**config.mk**
```make
export PLATFORM = sky130hd
export DESIGN_NAME = icia_iso_ctx_irq
export DESIGN_NICKNAME = d
export VERILOG_FILES = /design/src/rtl/icia_pkg.sv /design/src/rtl/icia_bus_if.sv /design/src/rtl/icia_iso_ctx_irq.sv /design/src/rtl/icia_event_bank.sv /design/src/rtl/icia_ctx_bank.sv
export SDC_FILE = /design/constraint.sdc
export NUM_CORES = 2
export LEC_CHECK = 0
export ABC_AREA = 1
export BUFFER_PORTS_ARGS = -buffer_cell sky130_fd_sc_hd__buf_2
export CAP_MARGIN = 20
export CORE_ASPECT_RATIO = 1.1
export CORE_MARGIN = 1
export CORE_UTILIZATION = 25
export CTS_BUF_LIST = sky130_fd_sc_hd__clkbuf_4 sky130_fd_sc_hd__clkbuf_8
export CTS_CLUSTER_SIZE = 30
export DETAILED_ROUTE_END_ITERATION = 8
export PLACE_DENSITY = 0.48
export SLEW_MARGIN = 20
export SYNTH_ARGS = -nofsm -noshare
export SYNTH_HDL_FRONTEND = slang
export SYNTH_SLANG_ARGS = --single-unit
```
**constraint.sdc**
```tcl
create_clock -name clk_sys -period 2.8 [get_ports clk_sys]
set_input_delay 0.28 -clock clk_sys [delete_from_list [all_inputs] [get_ports clk_sys]]
set_output_delay 0.28 -clock clk_sys [all_outputs]
set_load 0.02 [all_outputs]
```
**src/rtl/icia_pkg.sv**
```systemverilog
package icia_pkg;
  // contexts per direction and the permitted range
  localparam int ISO_CTX_NUM = 8;
  localparam int CTX_MIN = 4;
  localparam int CTX_MAX = 32;
  localparam int ADDR_W = 12;
  // main event register, read at either port
  localparam logic [11:0] OFS_IEV_SET = 12'h080;
  localparam logic [11:0] OFS_IEV_CLR = 12'h084;
  // per-context event and mask set/clear ports
  localparam logic [11:0] OFS_ITEV_SET = 12'h090;
  localparam logic [11:0] OFS_ITEV_CLR = 12'h094;
  localparam logic [11:0] OFS_ITMSK_SET = 12'h098;
  localparam logic [11:0] OFS_ITMSK_CLR = 12'h09c;
  localparam logic [11:0] OFS_IREV_SET = 12'h0a0;
  localparam logic [11:0] OFS_IREV_CLR = 12'h0a4;
  localparam logic [11:0] OFS_IRMSK_SET = 12'h0a8;
  localparam logic [11:0] OFS_IRMSK_CLR = 12'h0ac;
  // context control banks, one 16-byte slot per context
  localparam logic [11:0] OFS_ITCTX_BASE = 12'h200;
  localparam logic [11:0] OFS_IRCTX_BASE = 12'h400;
  localparam logic [3:0] CTX_SUB_SET = 4'h0;
  localparam logic [3:0] CTX_SUB_CLR = 4'h4;
  localparam logic [3:0] CTX_SUB_CPTR = 4'hc;
  // main event bit positions
  localparam int IEV_TX_BIT = 6;
  localparam int IEV_RX_BIT = 7;
  localparam int IEV_INCONS_BIT = 23;
  // context control field positions
  localparam int CTL_CME_TX_BIT = 31;
  localparam int CTL_CME_RX_BIT = 29;
  localparam int CTL_MATCH_LSB = 16;
  localparam int CTL_MATCH_W = 15;
  localparam int CTL_RUN_BIT = 15;
  localparam int CTL_WAKE_BIT = 12;
  localparam int CTL_DEAD_BIT = 11;
  localparam int CTL_ACTIVE_BIT = 10;
  localparam int CTL_EVT_W = 5;
  // values after reset
  localparam logic [31:0] RST_WORD = 32'h0000_0000;
endpackage : icia_pkg

```
**src/rtl/icia_bus_if.sv**
```systemverilog
`timescale 1ns/1ps
// register write strobe shared by the banks
interface icia_bus_if;
  logic wr;
  logic [11:0] addr;
  logic [31:0] wdata;
  // the top drives, the banks listen
  modport host (output wr, output addr, output wdata);
  modport bank (input wr, input addr, input wdata);
endinterface : icia_bus_if

```
**src/rtl/icia_iso_ctx_irq.sv**
```systemverilog
// Notes on behaviour
// - each of eight contexts per direction interrupts
// - writing one to mask enables that context
// - one summary bit per direction
// - per-context event registers are readable
// - all-ones mask reads back implemented bits only
// - four to thirty-two contexts, here eight
// - mismatch leaves ordinary contexts running
// - mismatch holds start-on-cycle contexts inactive
// - eight transmit control registers, set and clear
// - every context has control and pointer
// - clear-port ones clear the main mismatch event only; the summary bits follow the banks
// - event code field is five bits
`timescale 1ns/1ps
module icia_iso_ctx_irq #(
  parameter int N_CTX = icia_pkg::ISO_CTX_NUM
) (
  // clock and reset
  input logic clk_sys,
  input logic rst_n,
  // host register port
  input logic reg_wr,
  input logic reg_rd,
  input logic [11:0] reg_addr,
  input logic [31:0] reg_wdata,
  output logic [31:0] reg_rdata,
  output logic reg_rvalid,
  // transmit dma engines
  input logic [N_CTX-1:0] it_irq_req,
  input logic [N_CTX-1:0] it_dma_active,
  input logic [N_CTX-1:0] it_dma_dead,
  input logic [N_CTX-1:0] it_evt_we,
  input logic [N_CTX*5-1:0] it_evt_code,
  output logic [N_CTX-1:0] it_run_gate,
  output logic [N_CTX-1:0] it_start,
  output logic [N_CTX-1:0] it_wake,
  // receive dma engines
  input logic [N_CTX-1:0] ir_irq_req,
  input logic [N_CTX-1:0] ir_dma_active,
  input logic [N_CTX-1:0] ir_dma_dead,
  input logic [N_CTX-1:0] ir_evt_we,
  input logic [N_CTX*5-1:0] ir_evt_code,
  output logic [N_CTX-1:0] ir_run_gate,
  output logic [N_CTX-1:0] ir_start,
  output logic [N_CTX-1:0] ir_wake,
  // cycle timer
  input logic [14:0] cycle_now,
  input logic cycle_incons_pulse,
  // summary state
  output logic xmit_summary_bit,
  output logic recv_summary_bit,
  output logic cycle_timer_mismatch_event
);
  typedef struct packed {
    logic incons;       // mismatch pending
    logic tx_sum;       // transmit summary
    logic rx_sum;       // receive summary
    logic [31:0] rdata; // read answer
    logic rvalid;       // read answer valid
  } icia_top_state_t;

  icia_top_state_t st_reg;
  icia_top_state_t st_next;

  // bank outputs
  logic [N_CTX-1:0] xmit_ctx_event_reg;
  logic [N_CTX-1:0] xmit_ctx_mask_reg;
  logic [N_CTX-1:0] recv_ctx_event_reg;
  logic [N_CTX-1:0] recv_ctx_mask_reg;
  logic tx_any;
  logic rx_any;
  logic itc_hit;
  logic irc_hit;
  logic [31:0] itc_data;
  logic [31:0] irc_data;

  // zero-extend a context vector to a word
  function automatic logic [31:0] zext(input logic [N_CTX-1:0] v);
    logic [31:0] r;
    r = '0;
    r[N_CTX-1:0] = v;
    return r;
  endfunction : zext

  // bits that exist in a context vector
  localparam logic [31:0] IMPL_MASK = zext({N_CTX{1'b1}});

  // writes fan out to every bank
  icia_bus_if bus ();
  assign bus.wr = reg_wr;
  assign bus.addr = reg_addr;
  assign bus.wdata = reg_wdata;

  icia_event_bank #(
    .N(N_CTX),
    .EV_SET(icia_pkg::OFS_ITEV_SET),
    .EV_CLR(icia_pkg::OFS_ITEV_CLR),
    .MK_SET(icia_pkg::OFS_ITMSK_SET),
    .MK_CLR(icia_pkg::OFS_ITMSK_CLR)
  ) u_it_evt (
    .clk_sys(clk_sys),
    .rst_n(rst_n),
    .bus(bus.bank),
    .ctx_irq(it_irq_req),
    .evt(xmit_ctx_event_reg),
    .msk(xmit_ctx_mask_reg),
    .summary(tx_any)
  );

  icia_event_bank #(
    .N(N_CTX),
    .EV_SET(icia_pkg::OFS_IREV_SET),
    .EV_CLR(icia_pkg::OFS_IREV_CLR),
    .MK_SET(icia_pkg::OFS_IRMSK_SET),
    .MK_CLR(icia_pkg::OFS_IRMSK_CLR)
  ) u_ir_evt (
    .clk_sys(clk_sys),
    .rst_n(rst_n),
    .bus(bus.bank),
    .ctx_irq(ir_irq_req),
    .evt(recv_ctx_event_reg),
    .msk(recv_ctx_mask_reg),
    .summary(rx_any)
  );

  icia_ctx_bank #(
    .N(N_CTX),
    .BASE(icia_pkg::OFS_ITCTX_BASE),
    .IS_RX(1'b0)
  ) u_it_ctx (
    .clk_sys(clk_sys),
    .rst_n(rst_n),
    .bus(bus.bank),
    .rd_addr(reg_addr),
    .rd_hit(itc_hit),
    .rd_data(itc_data),
    .cycle_now(cycle_now),
    .incons(st_reg.incons),
    .dma_active(it_dma_active),
    .dma_dead(it_dma_dead),
    .evt_we(it_evt_we),
    .evt_code(it_evt_code),
    .run_gate(it_run_gate),
    .start_pulse(it_start),
    .wake_pulse(it_wake)
  );

  // receive contexts carry the same pair
  icia_ctx_bank #(
    .N(N_CTX),
    .BASE(icia_pkg::OFS_IRCTX_BASE),
    .IS_RX(1'b1)
  ) u_ir_ctx (
    .clk_sys(clk_sys),
    .rst_n(rst_n),
    .bus(bus.bank),
    .rd_addr(reg_addr),
    .rd_hit(irc_hit),
    .rd_data(irc_data),
    .cycle_now(cycle_now),
    .incons(st_reg.incons),
    .dma_active(ir_dma_active),
    .dma_dead(ir_dma_dead),
    .evt_we(ir_evt_we),
    .evt_code(ir_evt_code),
    .run_gate(ir_run_gate),
    .start_pulse(ir_start),
    .wake_pulse(ir_wake)
  );

  // main event bits and the read answer
  always_comb begin
    logic clr_hit;
    logic set_hit;
    clr_hit = reg_wr && reg_addr == icia_pkg::OFS_IEV_CLR;
    set_hit = reg_wr && reg_addr == icia_pkg::OFS_IEV_SET;
    st_next = st_reg;
    // summaries track the banks one cycle later
    st_next.tx_sum = tx_any;
    st_next.rx_sum = rx_any;
    // clear port drops the pending mismatch
    // the hardware event still wins the same cycle
    st_next.incons = (st_reg.incons
                      & ~(clr_hit & reg_wdata[icia_pkg::IEV_INCONS_BIT]))
                     | (set_hit & reg_wdata[icia_pkg::IEV_INCONS_BIT])
                     | cycle_incons_pulse;
    // reads answer one cycle after the strobe
    st_next.rvalid = reg_rd;
    st_next.rdata = '0;
    if (reg_rd) begin
      case (reg_addr)
        // both main ports read the same word
        icia_pkg::OFS_IEV_SET, icia_pkg::OFS_IEV_CLR: begin
          st_next.rdata[icia_pkg::IEV_TX_BIT] = st_reg.tx_sum;
          st_next.rdata[icia_pkg::IEV_RX_BIT] = st_reg.rx_sum;
          st_next.rdata[icia_pkg::IEV_INCONS_BIT] = st_reg.incons;
        end
        icia_pkg::OFS_ITEV_SET, icia_pkg::OFS_ITEV_CLR: begin
          st_next.rdata = zext(xmit_ctx_event_reg);
        end
        icia_pkg::OFS_IREV_SET, icia_pkg::OFS_IREV_CLR: begin
          st_next.rdata = zext(recv_ctx_event_reg);
        end
        icia_pkg::OFS_ITMSK_SET, icia_pkg::OFS_ITMSK_CLR: begin
          st_next.rdata = zext(xmit_ctx_mask_reg);
        end
        icia_pkg::OFS_IRMSK_SET, icia_pkg::OFS_IRMSK_CLR: begin
          st_next.rdata = zext(recv_ctx_mask_reg);
        end
        // context banks, else unmapped reads zero
        default: begin
          if (itc_hit) begin
            st_next.rdata = itc_data;
          end else if (irc_hit) begin
            st_next.rdata = irc_data;
          end
        end
      endcase
    end
  end

  // state register
  always_ff @(posedge clk_sys or negedge rst_n) begin
    if (!rst_n) begin
      st_reg <= '0;
    end else begin
      st_reg <= st_next;
    end
  end

  // outputs straight from flops
  assign reg_rdata = st_reg.rdata;
  assign reg_rvalid = st_reg.rvalid;
  assign xmit_summary_bit = st_reg.tx_sum;
  assign recv_summary_bit = st_reg.rx_sum;
  assign cycle_timer_mismatch_event = st_reg.incons;

  // the context count stays inside the permitted span
  a_ctx_count_range: assert property (
    @(posedge clk_sys) disable iff (!rst_n)
    (N_CTX >= icia_pkg::CTX_MIN && N_CTX <= icia_pkg::CTX_MAX))
    else $error("context count out of range");
  // mask reads never show unimplemented contexts
  a_mask_read_high: assert property (
    @(posedge clk_sys) disable iff (!rst_n)
    (reg_rd && (reg_addr == icia_pkg::OFS_ITMSK_SET
                || reg_addr == icia_pkg::OFS_IRMSK_SET))
    |=> ((reg_rdata & ~IMPL_MASK) == 32'h0000_0000))
    else $error("mask read shows missing context");
  // a new unmasked event reaches the summary in two edges
  a_summary_rise: assert property (
    @(posedge clk_sys) disable iff (!rst_n)
    (|(it_irq_req & xmit_ctx_mask_reg)) |-> ##2 xmit_summary_bit)
    else $error("transmit summary missed");
  // summary follows the banks with one edge of lag
  a_summary_follow: assert property (
    @(posedge clk_sys) disable iff (!rst_n)
    ##1 (recv_summary_bit == $past(|(recv_ctx_event_reg
                                      & recv_ctx_mask_reg))))
    else $error("receive summary mismatch");
  // clear with no new event drops the mismatch
  a_incons_clear: assert property (
    @(posedge clk_sys) disable iff (!rst_n)
    (reg_wr && reg_addr == icia_pkg::OFS_IEV_CLR
     && reg_wdata[icia_pkg::IEV_INCONS_BIT] && !cycle_incons_pulse)
    |=> !cycle_timer_mismatch_event)
    else $error("mismatch not cleared");
  // a mismatch stays until cleared
  a_incons_sticky: assert property (
    @(posedge clk_sys) disable iff (!rst_n)
    cycle_incons_pulse |=> cycle_timer_mismatch_event
    ##1 (cycle_timer_mismatch_event || $past(reg_wr)))
    else $error("mismatch lost");
  // every read answers exactly one edge later
  a_read_answer: assert property (
    @(posedge clk_sys) disable iff (!rst_n)
    reg_rd |=> reg_rvalid ##1 (reg_rvalid == $past(reg_rd)))
    else $error("read answer timing wrong");
  // event ports leave masks alone
  a_event_no_mask: assert property (
    @(posedge clk_sys) disable iff (!rst_n)
    (reg_wr && reg_addr == icia_pkg::OFS_ITEV_CLR)
    |=> $stable(xmit_ctx_mask_reg))
    else $error("mask moved on event write");
endmodule : icia_iso_ctx_irq

```
**src/rtl/icia_event_bank.sv**
```systemverilog
`timescale 1ns/1ps
// per-context event and mask bits for one direction
module icia_event_bank #(
  parameter int N = 8,
  parameter logic [11:0] EV_SET = 12'h000,
  parameter logic [11:0] EV_CLR = 12'h004,
  parameter logic [11:0] MK_SET = 12'h008,
  parameter logic [11:0] MK_CLR = 12'h00c
) (
  // clock and reset
  input logic clk_sys,
  input logic rst_n,
  // register writes
  icia_bus_if.bank bus,
  // requests from the dma engines, one-cycle pulses
  input logic [N-1:0] ctx_irq,
  // state seen by the top
  output logic [N-1:0] evt,
  output logic [N-1:0] msk,
  output logic summary
);
  typedef struct packed {
    logic [N-1:0] evt; // sticky context events
    logic [N-1:0] msk; // context enables
  } icia_evb_state_t;

  icia_evb_state_t st_reg;
  icia_evb_state_t st_next;

  // ones in the data at a hit port, else nothing
  function automatic logic [N-1:0] w1(input logic hit,
                                      input logic [31:0] d);
    return hit ? d[N-1:0] : {N{1'b0}};
  endfunction : w1

  // next state: set beats clear in the same cycle
  always_comb begin
    st_next = st_reg;
    st_next.evt = (st_reg.evt & ~w1(bus.wr && bus.addr == EV_CLR,
                   bus.wdata)) | ctx_irq
                  | w1(bus.wr && bus.addr == EV_SET, bus.wdata);
    st_next.msk = (st_reg.msk & ~w1(bus.wr && bus.addr == MK_CLR,
                   bus.wdata))
                  | w1(bus.wr && bus.addr == MK_SET, bus.wdata);
  end

  // state register
  always_ff @(posedge clk_sys or negedge rst_n) begin
    if (!rst_n) begin
      st_reg <= '0;
    end else begin
      st_reg <= st_next;
    end
  end

  assign evt = st_reg.evt;
  assign msk = st_reg.msk;
  // summary is or of unmasked events
  assign summary = |(st_reg.evt & st_reg.msk);

  // a request is never lost, even under a clear
  a_event_set_wins: assert property (
    @(posedge clk_sys) disable iff (!rst_n)
    (|ctx_irq) |=> ((evt & $past(ctx_irq)) == $past(ctx_irq)))
    else $error("context event lost");
  // a mask set write leaves those bits set
  a_mask_set_port: assert property (
    @(posedge clk_sys) disable iff (!rst_n)
    (bus.wr && bus.addr == MK_SET)
    |=> ((msk & $past(bus.wdata[N-1:0])) == $past(bus.wdata[N-1:0])))
    else $error("mask set write not taken");
endmodule : icia_event_bank

```
**src/rtl/icia_ctx_bank.sv**
```systemverilog
`timescale 1ns/1ps
// context control and descriptor pointer registers, one direction
module icia_ctx_bank #(
  parameter int N = 8,
  parameter logic [11:0] BASE = 12'h200,
  parameter bit IS_RX = 1'b0
) (
  // clock and reset
  input logic clk_sys,
  input logic rst_n,
  // register writes and read decode
  icia_bus_if.bank bus,
  input logic [11:0] rd_addr,
  output logic rd_hit,
  output logic [31:0] rd_data,
  // cycle timer
  input logic [14:0] cycle_now,
  input logic incons,
  // dma engine status
  input logic [N-1:0] dma_active,
  input logic [N-1:0] dma_dead,
  input logic [N-1:0] evt_we,
  input logic [N*5-1:0] evt_code,
  // engine controls, all from flops
  output logic [N-1:0] run_gate,
  output logic [N-1:0] start_pulse,
  output logic [N-1:0] wake_pulse
);
  localparam int CME_BIT =
    IS_RX ? icia_pkg::CTL_CME_RX_BIT : icia_pkg::CTL_CME_TX_BIT;

  typedef struct packed {
    logic [N-1:0] run;
    logic [N-1:0] wake;
    logic [N-1:0] dead;
    logic [N-1:0] act;
    logic [N-1:0] cme;   // waiting for start cycle
    logic [N-1:0] gate;  // engine may proceed
    logic [N-1:0] go;    // start cycle reached
    logic [N-1:0] wk;    // wake handed to engine
    logic [N-1:0][14:0] match;
    logic [N-1:0][4:0] evc;
    logic [N-1:0][31:0] cptr;
  } icia_ctx_state_t;

  icia_ctx_state_t st_reg;
  icia_ctx_state_t st_next;
  logic [11:0] off;
  logic [11:0] roff;

  assign off = bus.addr - BASE;
  assign roff = rd_addr - BASE;

  // slot hit test shared by write and read decode
  function automatic logic in_bank(input logic [11:0] a,
                                   input logic [11:0] o);
    return (a >= BASE) && (o[11:4] < 8'(N));
  endfunction : in_bank

  // control fields, set and clear ports
  always_comb begin
    logic s;
    logic c;
    logic [31:0] d;
    s = 1'b0;
    c = 1'b0;
    d = bus.wdata;
    st_next = st_reg;
    for (int i = 0; i < N; i++) begin
      s = bus.wr && in_bank(bus.addr, off) && off[11:4] == 8'(i)
          && off[3:0] == icia_pkg::CTX_SUB_SET;
      c = bus.wr && in_bank(bus.addr, off) && off[11:4] == 8'(i)
          && off[3:0] == icia_pkg::CTX_SUB_CLR;
      // software run and start-on-cycle control
      if (s) begin
        st_next.run[i] = st_reg.run[i] | d[icia_pkg::CTL_RUN_BIT];
        st_next.cme[i] = st_reg.cme[i] | d[CME_BIT];
        if (!IS_RX) begin
          st_next.match[i] = d[icia_pkg::CTL_MATCH_LSB +:
                               icia_pkg::CTL_MATCH_W];
        end
      end else if (c) begin
        st_next.run[i] = st_reg.run[i] & ~d[icia_pkg::CTL_RUN_BIT];
        st_next.cme[i] = st_reg.cme[i] & ~d[CME_BIT];
        if (!IS_RX) begin
          st_next.match[i] = st_reg.match[i] & ~d[icia_pkg::CTL_MATCH_LSB
                               +: icia_pkg::CTL_MATCH_W];
        end
      end
      // wake lives one cycle, then goes to the engine
      st_next.wake[i] = s & d[icia_pkg::CTL_WAKE_BIT];
      st_next.wk[i] = st_reg.wake[i];
      // dead clears with run, engine report wins
      if (c && d[icia_pkg::CTL_RUN_BIT]) begin
        st_next.dead[i] = 1'b0;
      end
      if (dma_dead[i]) begin
        st_next.dead[i] = 1'b1;
      end
      // five-bit event code from the engine
      if (evt_we[i]) begin
        st_next.evc[i] = evt_code[i*5 +: icia_pkg::CTL_EVT_W];
      end
      if (bus.wr && in_bank(bus.addr, off) && off[11:4] == 8'(i)
          && off[3:0] == icia_pkg::CTX_SUB_CPTR) begin
        st_next.cptr[i] = d;
      end
      // no start on cycle while mismatch pending
      st_next.go[i] = 1'b0;
      if (st_reg.run[i] && st_reg.cme[i] && !incons
          && cycle_now == st_reg.match[i]) begin
        // a set write in the same cycle re-arms the wait
        st_next.cme[i] = s & d[CME_BIT];
        st_next.go[i] = 1'b1;
      end
      st_next.act[i] = dma_active[i] & ~(st_reg.cme[i] & incons);
      st_next.gate[i] = st_next.run[i] & ~st_next.dead[i]
                        & ~st_next.cme[i];
    end
  end

  // state register
  always_ff @(posedge clk_sys or negedge rst_n) begin
    if (!rst_n) begin
      st_reg <= '0;
    end else begin
      st_reg <= st_next;
    end
  end

  // read view of the addressed slot
  always_comb begin
    rd_data = '0;
    rd_hit = in_bank(rd_addr, roff);
    for (int i = 0; i < N; i++) begin
      if (rd_hit && roff[11:4] == 8'(i)) begin
        if (roff[3:0] == icia_pkg::CTX_SUB_CPTR) begin
          rd_data = st_reg.cptr[i];
        end else begin
          rd_data[CME_BIT] = st_reg.cme[i];
          if (!IS_RX) begin
            rd_data[icia_pkg::CTL_MATCH_LSB +: icia_pkg::CTL_MATCH_W] =
              st_reg.match[i];
          end
          rd_data[icia_pkg::CTL_RUN_BIT] = st_reg.run[i];
          rd_data[icia_pkg::CTL_WAKE_BIT] = st_reg.wake[i];
          rd_data[icia_pkg::CTL_DEAD_BIT] = st_reg.dead[i];
          rd_data[icia_pkg::CTL_ACTIVE_BIT] = st_reg.act[i];
          rd_data[icia_pkg::CTL_EVT_W-1:0] = st_reg.evc[i];
        end
      end
    end
  end

  assign run_gate = st_reg.gate;
  assign start_pulse = st_reg.go;
  assign wake_pulse = st_reg.wk;

  // a waiting context never starts under a mismatch
  a_cme_held_off: assert property (
    @(posedge clk_sys) disable iff (!rst_n)
    incons |=> ((start_pulse & $past(st_reg.cme)) == '0))
    else $error("start on cycle during mismatch");
  // a waiting context is never granted the engine
  a_cme_no_gate: assert property (
    @(posedge clk_sys) disable iff (!rst_n)
    ((run_gate & st_reg.cme) == '0))
    else $error("gate open while waiting for cycle");
endmodule : icia_ctx_bank

```
# Word-level counts from Yosys, hierarchy flattened
# Cells that the tools add are included.
word_totals:
  in_bits: 208
  word_cells: 810
  out_inout_bits: 84
  register_bits: 908
op_classes:
  n_lt_le_gt_ge: 4
  n_eq_ne: 36
  n_reduce_logical: 181
  n_addsub: 2
  n_mux: 280
  bitwise_logic: 242
ops:
  columns: ["operator", "n"]
  rows:
  - ["32-bit 2-to-1 mux", 19]
  - ["15-bit 2-to-1 mux", 17]
  - ["5-bit 2-to-1 mux", 32]
  - ["1-bit logical AND", 158]
  - ["1-bit 2-to-1 mux", 144]
  - ["17-bit 2-to-1 mux", 8]
  - ["1-bit AND", 131]
  - ["15-bit AND", 8]
  - ["12-bit by 8-bit == test with 1-bit output (second input constant)", 10]
  - ["15-bit == test", 8]
  - ["13-bit 2-to-1 mux", 8]
  - ["8-bit 2-to-1 mux", 9]
  - ["8-bit by 3-bit == test with 1-bit output (second input constant)", 8]
  - ["1-bit inverter", 52]
  - ["8-bit AND", 6]
  - ["2-bit 2-to-1 mux", 24]
  - ["3-bit 2-to-1 mux", 16]
  - ["8-bit bitwise OR", 6]
  - ["1-bit bitwise OR", 34]
  - ["8-bit by 2-bit == test with 1-bit output (second input constant)", 4]
  - ["8-bit inverter", 4]
  - ["6-bit case mux with 5 select lines", 1]
  - ["8-bit OR reduction", 3]
  - ["8-bit by 1-bit == test with 1-bit output (second input constant)", 2]
  - ["other kinds (17)", 33]

# Depth between registers and ports, before layout
depth:
  ltp_word: 23
  depth_mapped: 21
  ltp_nobuf: 20

# Modules after synthesis
# Synthesis repeated with hierarchy kept, for this count alone.
unflattened:
  cells_unflattened: 5499
  area_unflattened_um2: 45105.8
modules_own_cells:
  columns: ["mod", "n_inst", "seq_area_each_um2", "cells_per_inst", "area_per_inst_um2"]
  rows:
  - ["icia_ctx_bank (u_it_ctx)", 1, 12011.5, 3090, 24384.6]
  - ["icia_ctx_bank (u_ir_ctx)", 1, 9008.6, 1939, 16907.5]
  - ["icia_iso_ctx_irq", 1, 900.9, 232, 1911.8]
  - ["icia_event_bank", 2, 400.4, 119, 950.9]

# Worst setup path after synthesis
# No wires, ideal clock.
synth_path:
  kind: "input-to-reg"
  startpoint: "input port reg_addr[9]"
  endpoint: "register u_it_ctx.st_reg[111] (netlist name)"
  slack_ns: 0.714
  path_stages: 13
  required_ns: 2.666
  t_arrival_ns: 1.952
  setup_ns: 0.134
  cell_sequence: "inv_1 > ha_1 > nand2_1 > nor2_1 > nand2_2 > nor2_2 > nand2_2 > inv_2 > buf_2 > nand3_2 > clkbuf_1 > nand2_1 > o21ai_0"
synth_between:
  elab_chain_len: 6
  elab_cells_between_ends: 8
synth_rtl:
  columns: ["item", "line_no", "rtl"]
  rows:
  - ["from (decl)", "icia_iso_ctx_irq.sv:24", "input logic [11:0] reg_addr,"]
  - ["12-bit by 10-bit subtractor with 12-bit output", "icia_ctx_bank.sv:51", "assign off = bus.addr - BASE;"]
  - ["8-bit by 4-bit less-than comparator with 1-bit output", "icia_ctx_bank.sv:57", "return (a >= BASE) && (o[11:4] < 8'(N));"]
  - ["1-bit logical AND", "icia_ctx_bank.sv:57", null]
  - ["1-bit logical AND", "icia_ctx_bank.sv:104", "if (bus.wr && in_bank(bus.addr, off) && off[11:4] == 8'(i)"]
  - ["1-bit logical AND *", "icia_ctx_bank.sv:104", null]
  - ["1-bit logical AND *", "icia_ctx_bank.sv:105", "&& off[3:0] == icia_pkg::CTX_SUB_CPTR) begin"]
  - ["to (signal assigned)", "icia_ctx_bank.sv:127", "st_reg <= st_next;"]
  - ["to (decl)", "icia_ctx_bank.sv:46", "icia_ctx_state_t st_reg;"]
# Every way passes the cells marked *; elsewhere a longest branch is shown, timed or not.
# A chain may end at the register's enable or synchronous reset.

==> reports/results.ini <==
[final_layout]
largest_reg_flops = 448
drive_gt1_share_pct = 15.7
filler_cell_count = 18469
stdcell_area_sq_um = 56500
final_nets = 6356
fin_cells = 8566
final_core_util_pct = 32.3
area_growth_pct = 28.2

[setup_path]
critPathArrivalTime_ns = 3.56
start_kind = input port
cp.required_ns = 3.63
endpoint_kind = register
path_class = input port to register
crit_fanout = 12

[clocking]
clk_pin_slew_ns = 0.06
cts_buffers = 168
root_buffer = clkbuf_8
clk_latency_ns = 0.92
cts_setup_buffers = 0
numClockSinks = 908
cts_tree = done
ctsHtreeMaxLevel = 4
clockBufferDepth = 3

[logic_synthesis]
async_flop_share_pct = 100
ys_warn_count = 0
ys_ff_latch = 908
syn_nets = 5714
yosys_most_used_dff = dfrtp_1
yosysUniqueCellTypes = 49
synth_edf_count = 0
synth_cells = 5505
synth_area_per_cell_sq_um = 8.01
synth_area_sq_um = 44100
yosysSeqAreaShare_pct = 51.5

[route]
vias = 40932
wl_per_cell_um = 21.3
dr.first_iter.drc_count = 3650
viasPerCell = 4.78
drtPass1Iterations = 6
wirelength_um = 183000
postRouteAntennaNets = 0
drc = 0

[global_route]
met2_usage_pct = 33.5
grt_pass1_vias = 40874
grtUsageTotal_pct = 20.3
grt_max_degree = 88
grtUsageMet3_pct = 3.51
grt-ovfl-total = 0
top_usage_layer = met2
grtUsageMet1_pct = 26.6
grt_pass1_wl_um = 271000
antenna_found_initial = 14

[floorplan]
fp.dieW_um = 402
row_count = 161
core_region_area_sq_um = 175000
dieHeight_um = 443
dieArea_sq_um = 178000
ios = 292
initial_utilization_pct = 25.2

[power_and_ir_drop]
leakagePower_nw = 26.5
p_per_area_nw_per_um2 = 525
peakVddDrop_v = 0.000423

[job]
cap_violations = 0

[sta]
slew_viol_final = 0
finalCriticalPeriod_ns = 2.73
fmax_ghz = 0.367
fin_crit_sh_pct = 97.4
slew_headroom_pct = 33.5
tightest_slew_ns = 0.996
rsz0062_at_grt = false
setup_viol = 0
hold_viol_final = 0
final.setup_skew_ns = 0.0563

[placement]
dpl_cell_area_sq_um = 49400
routabilityCongestion = 0.913
dpl.hpwl_um = 127000
portBuffers = 291
dp_cells = 7916

[hold_path]
hold_path.class = input port to register

[run_status]
status = completed

==> critical path, cell delays in order <==
cell           delay [ns]
buf_2                0.11
nor2_1               0.14
nand3_1              0.47
nor3_2               0.54
buf_4                0.29
nand3_1              0.31
nor2_1               0.19
nor2_1               0.05
dlygate4sd3_1        0.55
nand2_1              0.06
dlygate4sd3_1        0.54
==> final timing paths <==
check / endpoint / from / slack, ns / cells past startpoint
min in group asynchronous: u_it_ctx.st_reg[10] / rst_n / 0.20 / 3
max reg2reg: u_it_ctx.run_gate[3] / cycle_timer_mismatch_event / 0.34 / 7
min reg2reg: u_ir_ctx.wake_pulse[1] / u_ir_ctx.st_next[417] / 0.40 / 0
max in group asynchronous: u_ir_ctx.st_reg[444] / rst_n / 1.92 / 3
min: u_it_ctx.start_pulse[7] / cycle_now[0] / 0.10 / 4
max: u_ir_evt.evt[7] / reg_addr[9] / 0.07 / 11
==> Yosys cell counts (all sizes together) (3+ instances only) <==
cell     count  share of area, %
mux2        10              0.26
nand2     1650                14
or2         41              0.58
nor3        52              0.64
o21bai      17              0.29
o211ai     210               3.6
nand4       40              0.57
nor3b       11              0.19
nand3b      11              0.20
xor2        40              0.79
inv        382               3.3
o21ai     1011                11
nor4        25              0.35
dfrtp      908                52
buf        144               1.9
o22ai       21              0.30
a2111oi      3             0.060
a21oi      127               1.4
a221oi       3             0.060
a21boi      17              0.29
nor2       269               2.5
clkbuf     285               2.4
xnor2       46              0.91
o2111ai      7              0.14
o32ai        4             0.079
nand3      157               1.8
==> timing repair <==
| action | 4_1_cts | 5_1_grt |
|---|---|---|
| hold buffers | 343 | 0 |
| endpoints found under the setup margin | 0 | 3 |
| gates resized for setup | 0 | 1 |
| hold endpoints to repair | 1279 | 0 |
==> logic make-up (layout without fill, tap and decap cells) <==
logic type	Yosys count	in the layout	synth area share (%)
AO/OA/AOI/OAI	1429	1429	17.9
other	0	3	0
buffers and inverters	811	1587	7.61
adder cells (fa/ha/maj)	1	1	0.0284
flip-flops	908	908	51.5
AND/OR/NAND/NOR	2259	2259	21.0
XOR/XNOR	86	86	1.71
multiplexers	11	11	0.278
==> per-layer routing <==
metal  share of wire, %  routed length, um  vias to the layer above
met3                5.8              10700                      305
met2                 47              86800                     1308
met1                 43              79100                    20000
met4                3.4               6190                        4
li1                   -                  -                    19315
met5              0.015                 27                        -
==> area by class of cell <==
cell class                 count  area [sq um]  share of cell area (%)
timing repair buffer         901          7700                    13.6
antenna                        3          7.51                  0.0133
sequential                   908         22700                    40.2
tap                         2282          2860                    5.05
multi-input combinational   3786         18100                    32.1
inverter                     382          1430                    2.54
clock buffer                 275          3380                    5.98
clock inverter                29           315                   0.558
==> stage by stage <==
stage	setup TNS (ns)	setup WS (ns)	hold WS, ns	total power, mW
after CTS	0	0.0241	0.000271	30.1
after detailed placement	-0.733	-0.175	0.324	15.4
after global placement	-1.00	-0.238	0.330	15.4
after global routing	0	0.0310	0.0500	30.8
final	0	0.0732	0.101	29.7
after floorplan	0	0.714	-0.0156	14.2
==> power breakdown <==
group,total [mW],switching (mW),leakage (nW),internal (mW)
registers,13.3,0.0594,12.2,13.3
clock network,14.1,6.13,1.97,7.94
logic,2.30,1.47,12.3,0.832
==> cells in the final DEF, fill, tap and decap left out, types with 41 or more instances in the layout <==
master,Yosys,final
nor3_1,49,47
buf_12,0,62
nand2_1,1643,1635
clkbuf_8,0,210
clkbuf_4,0,65
or2_2,41,41
o21ai_0,986,986
buf_2,88,290
buf_4,50,205
xnor2_1,46,46
nand3_1,151,151
a21oi_1,127,127
dlygate4sd3_1,0,342
inv_1,364,362
nor2_1,250,245
o211ai_1,210,210
dfrtp_1,908,908
(Power assumes the default switching activity.)
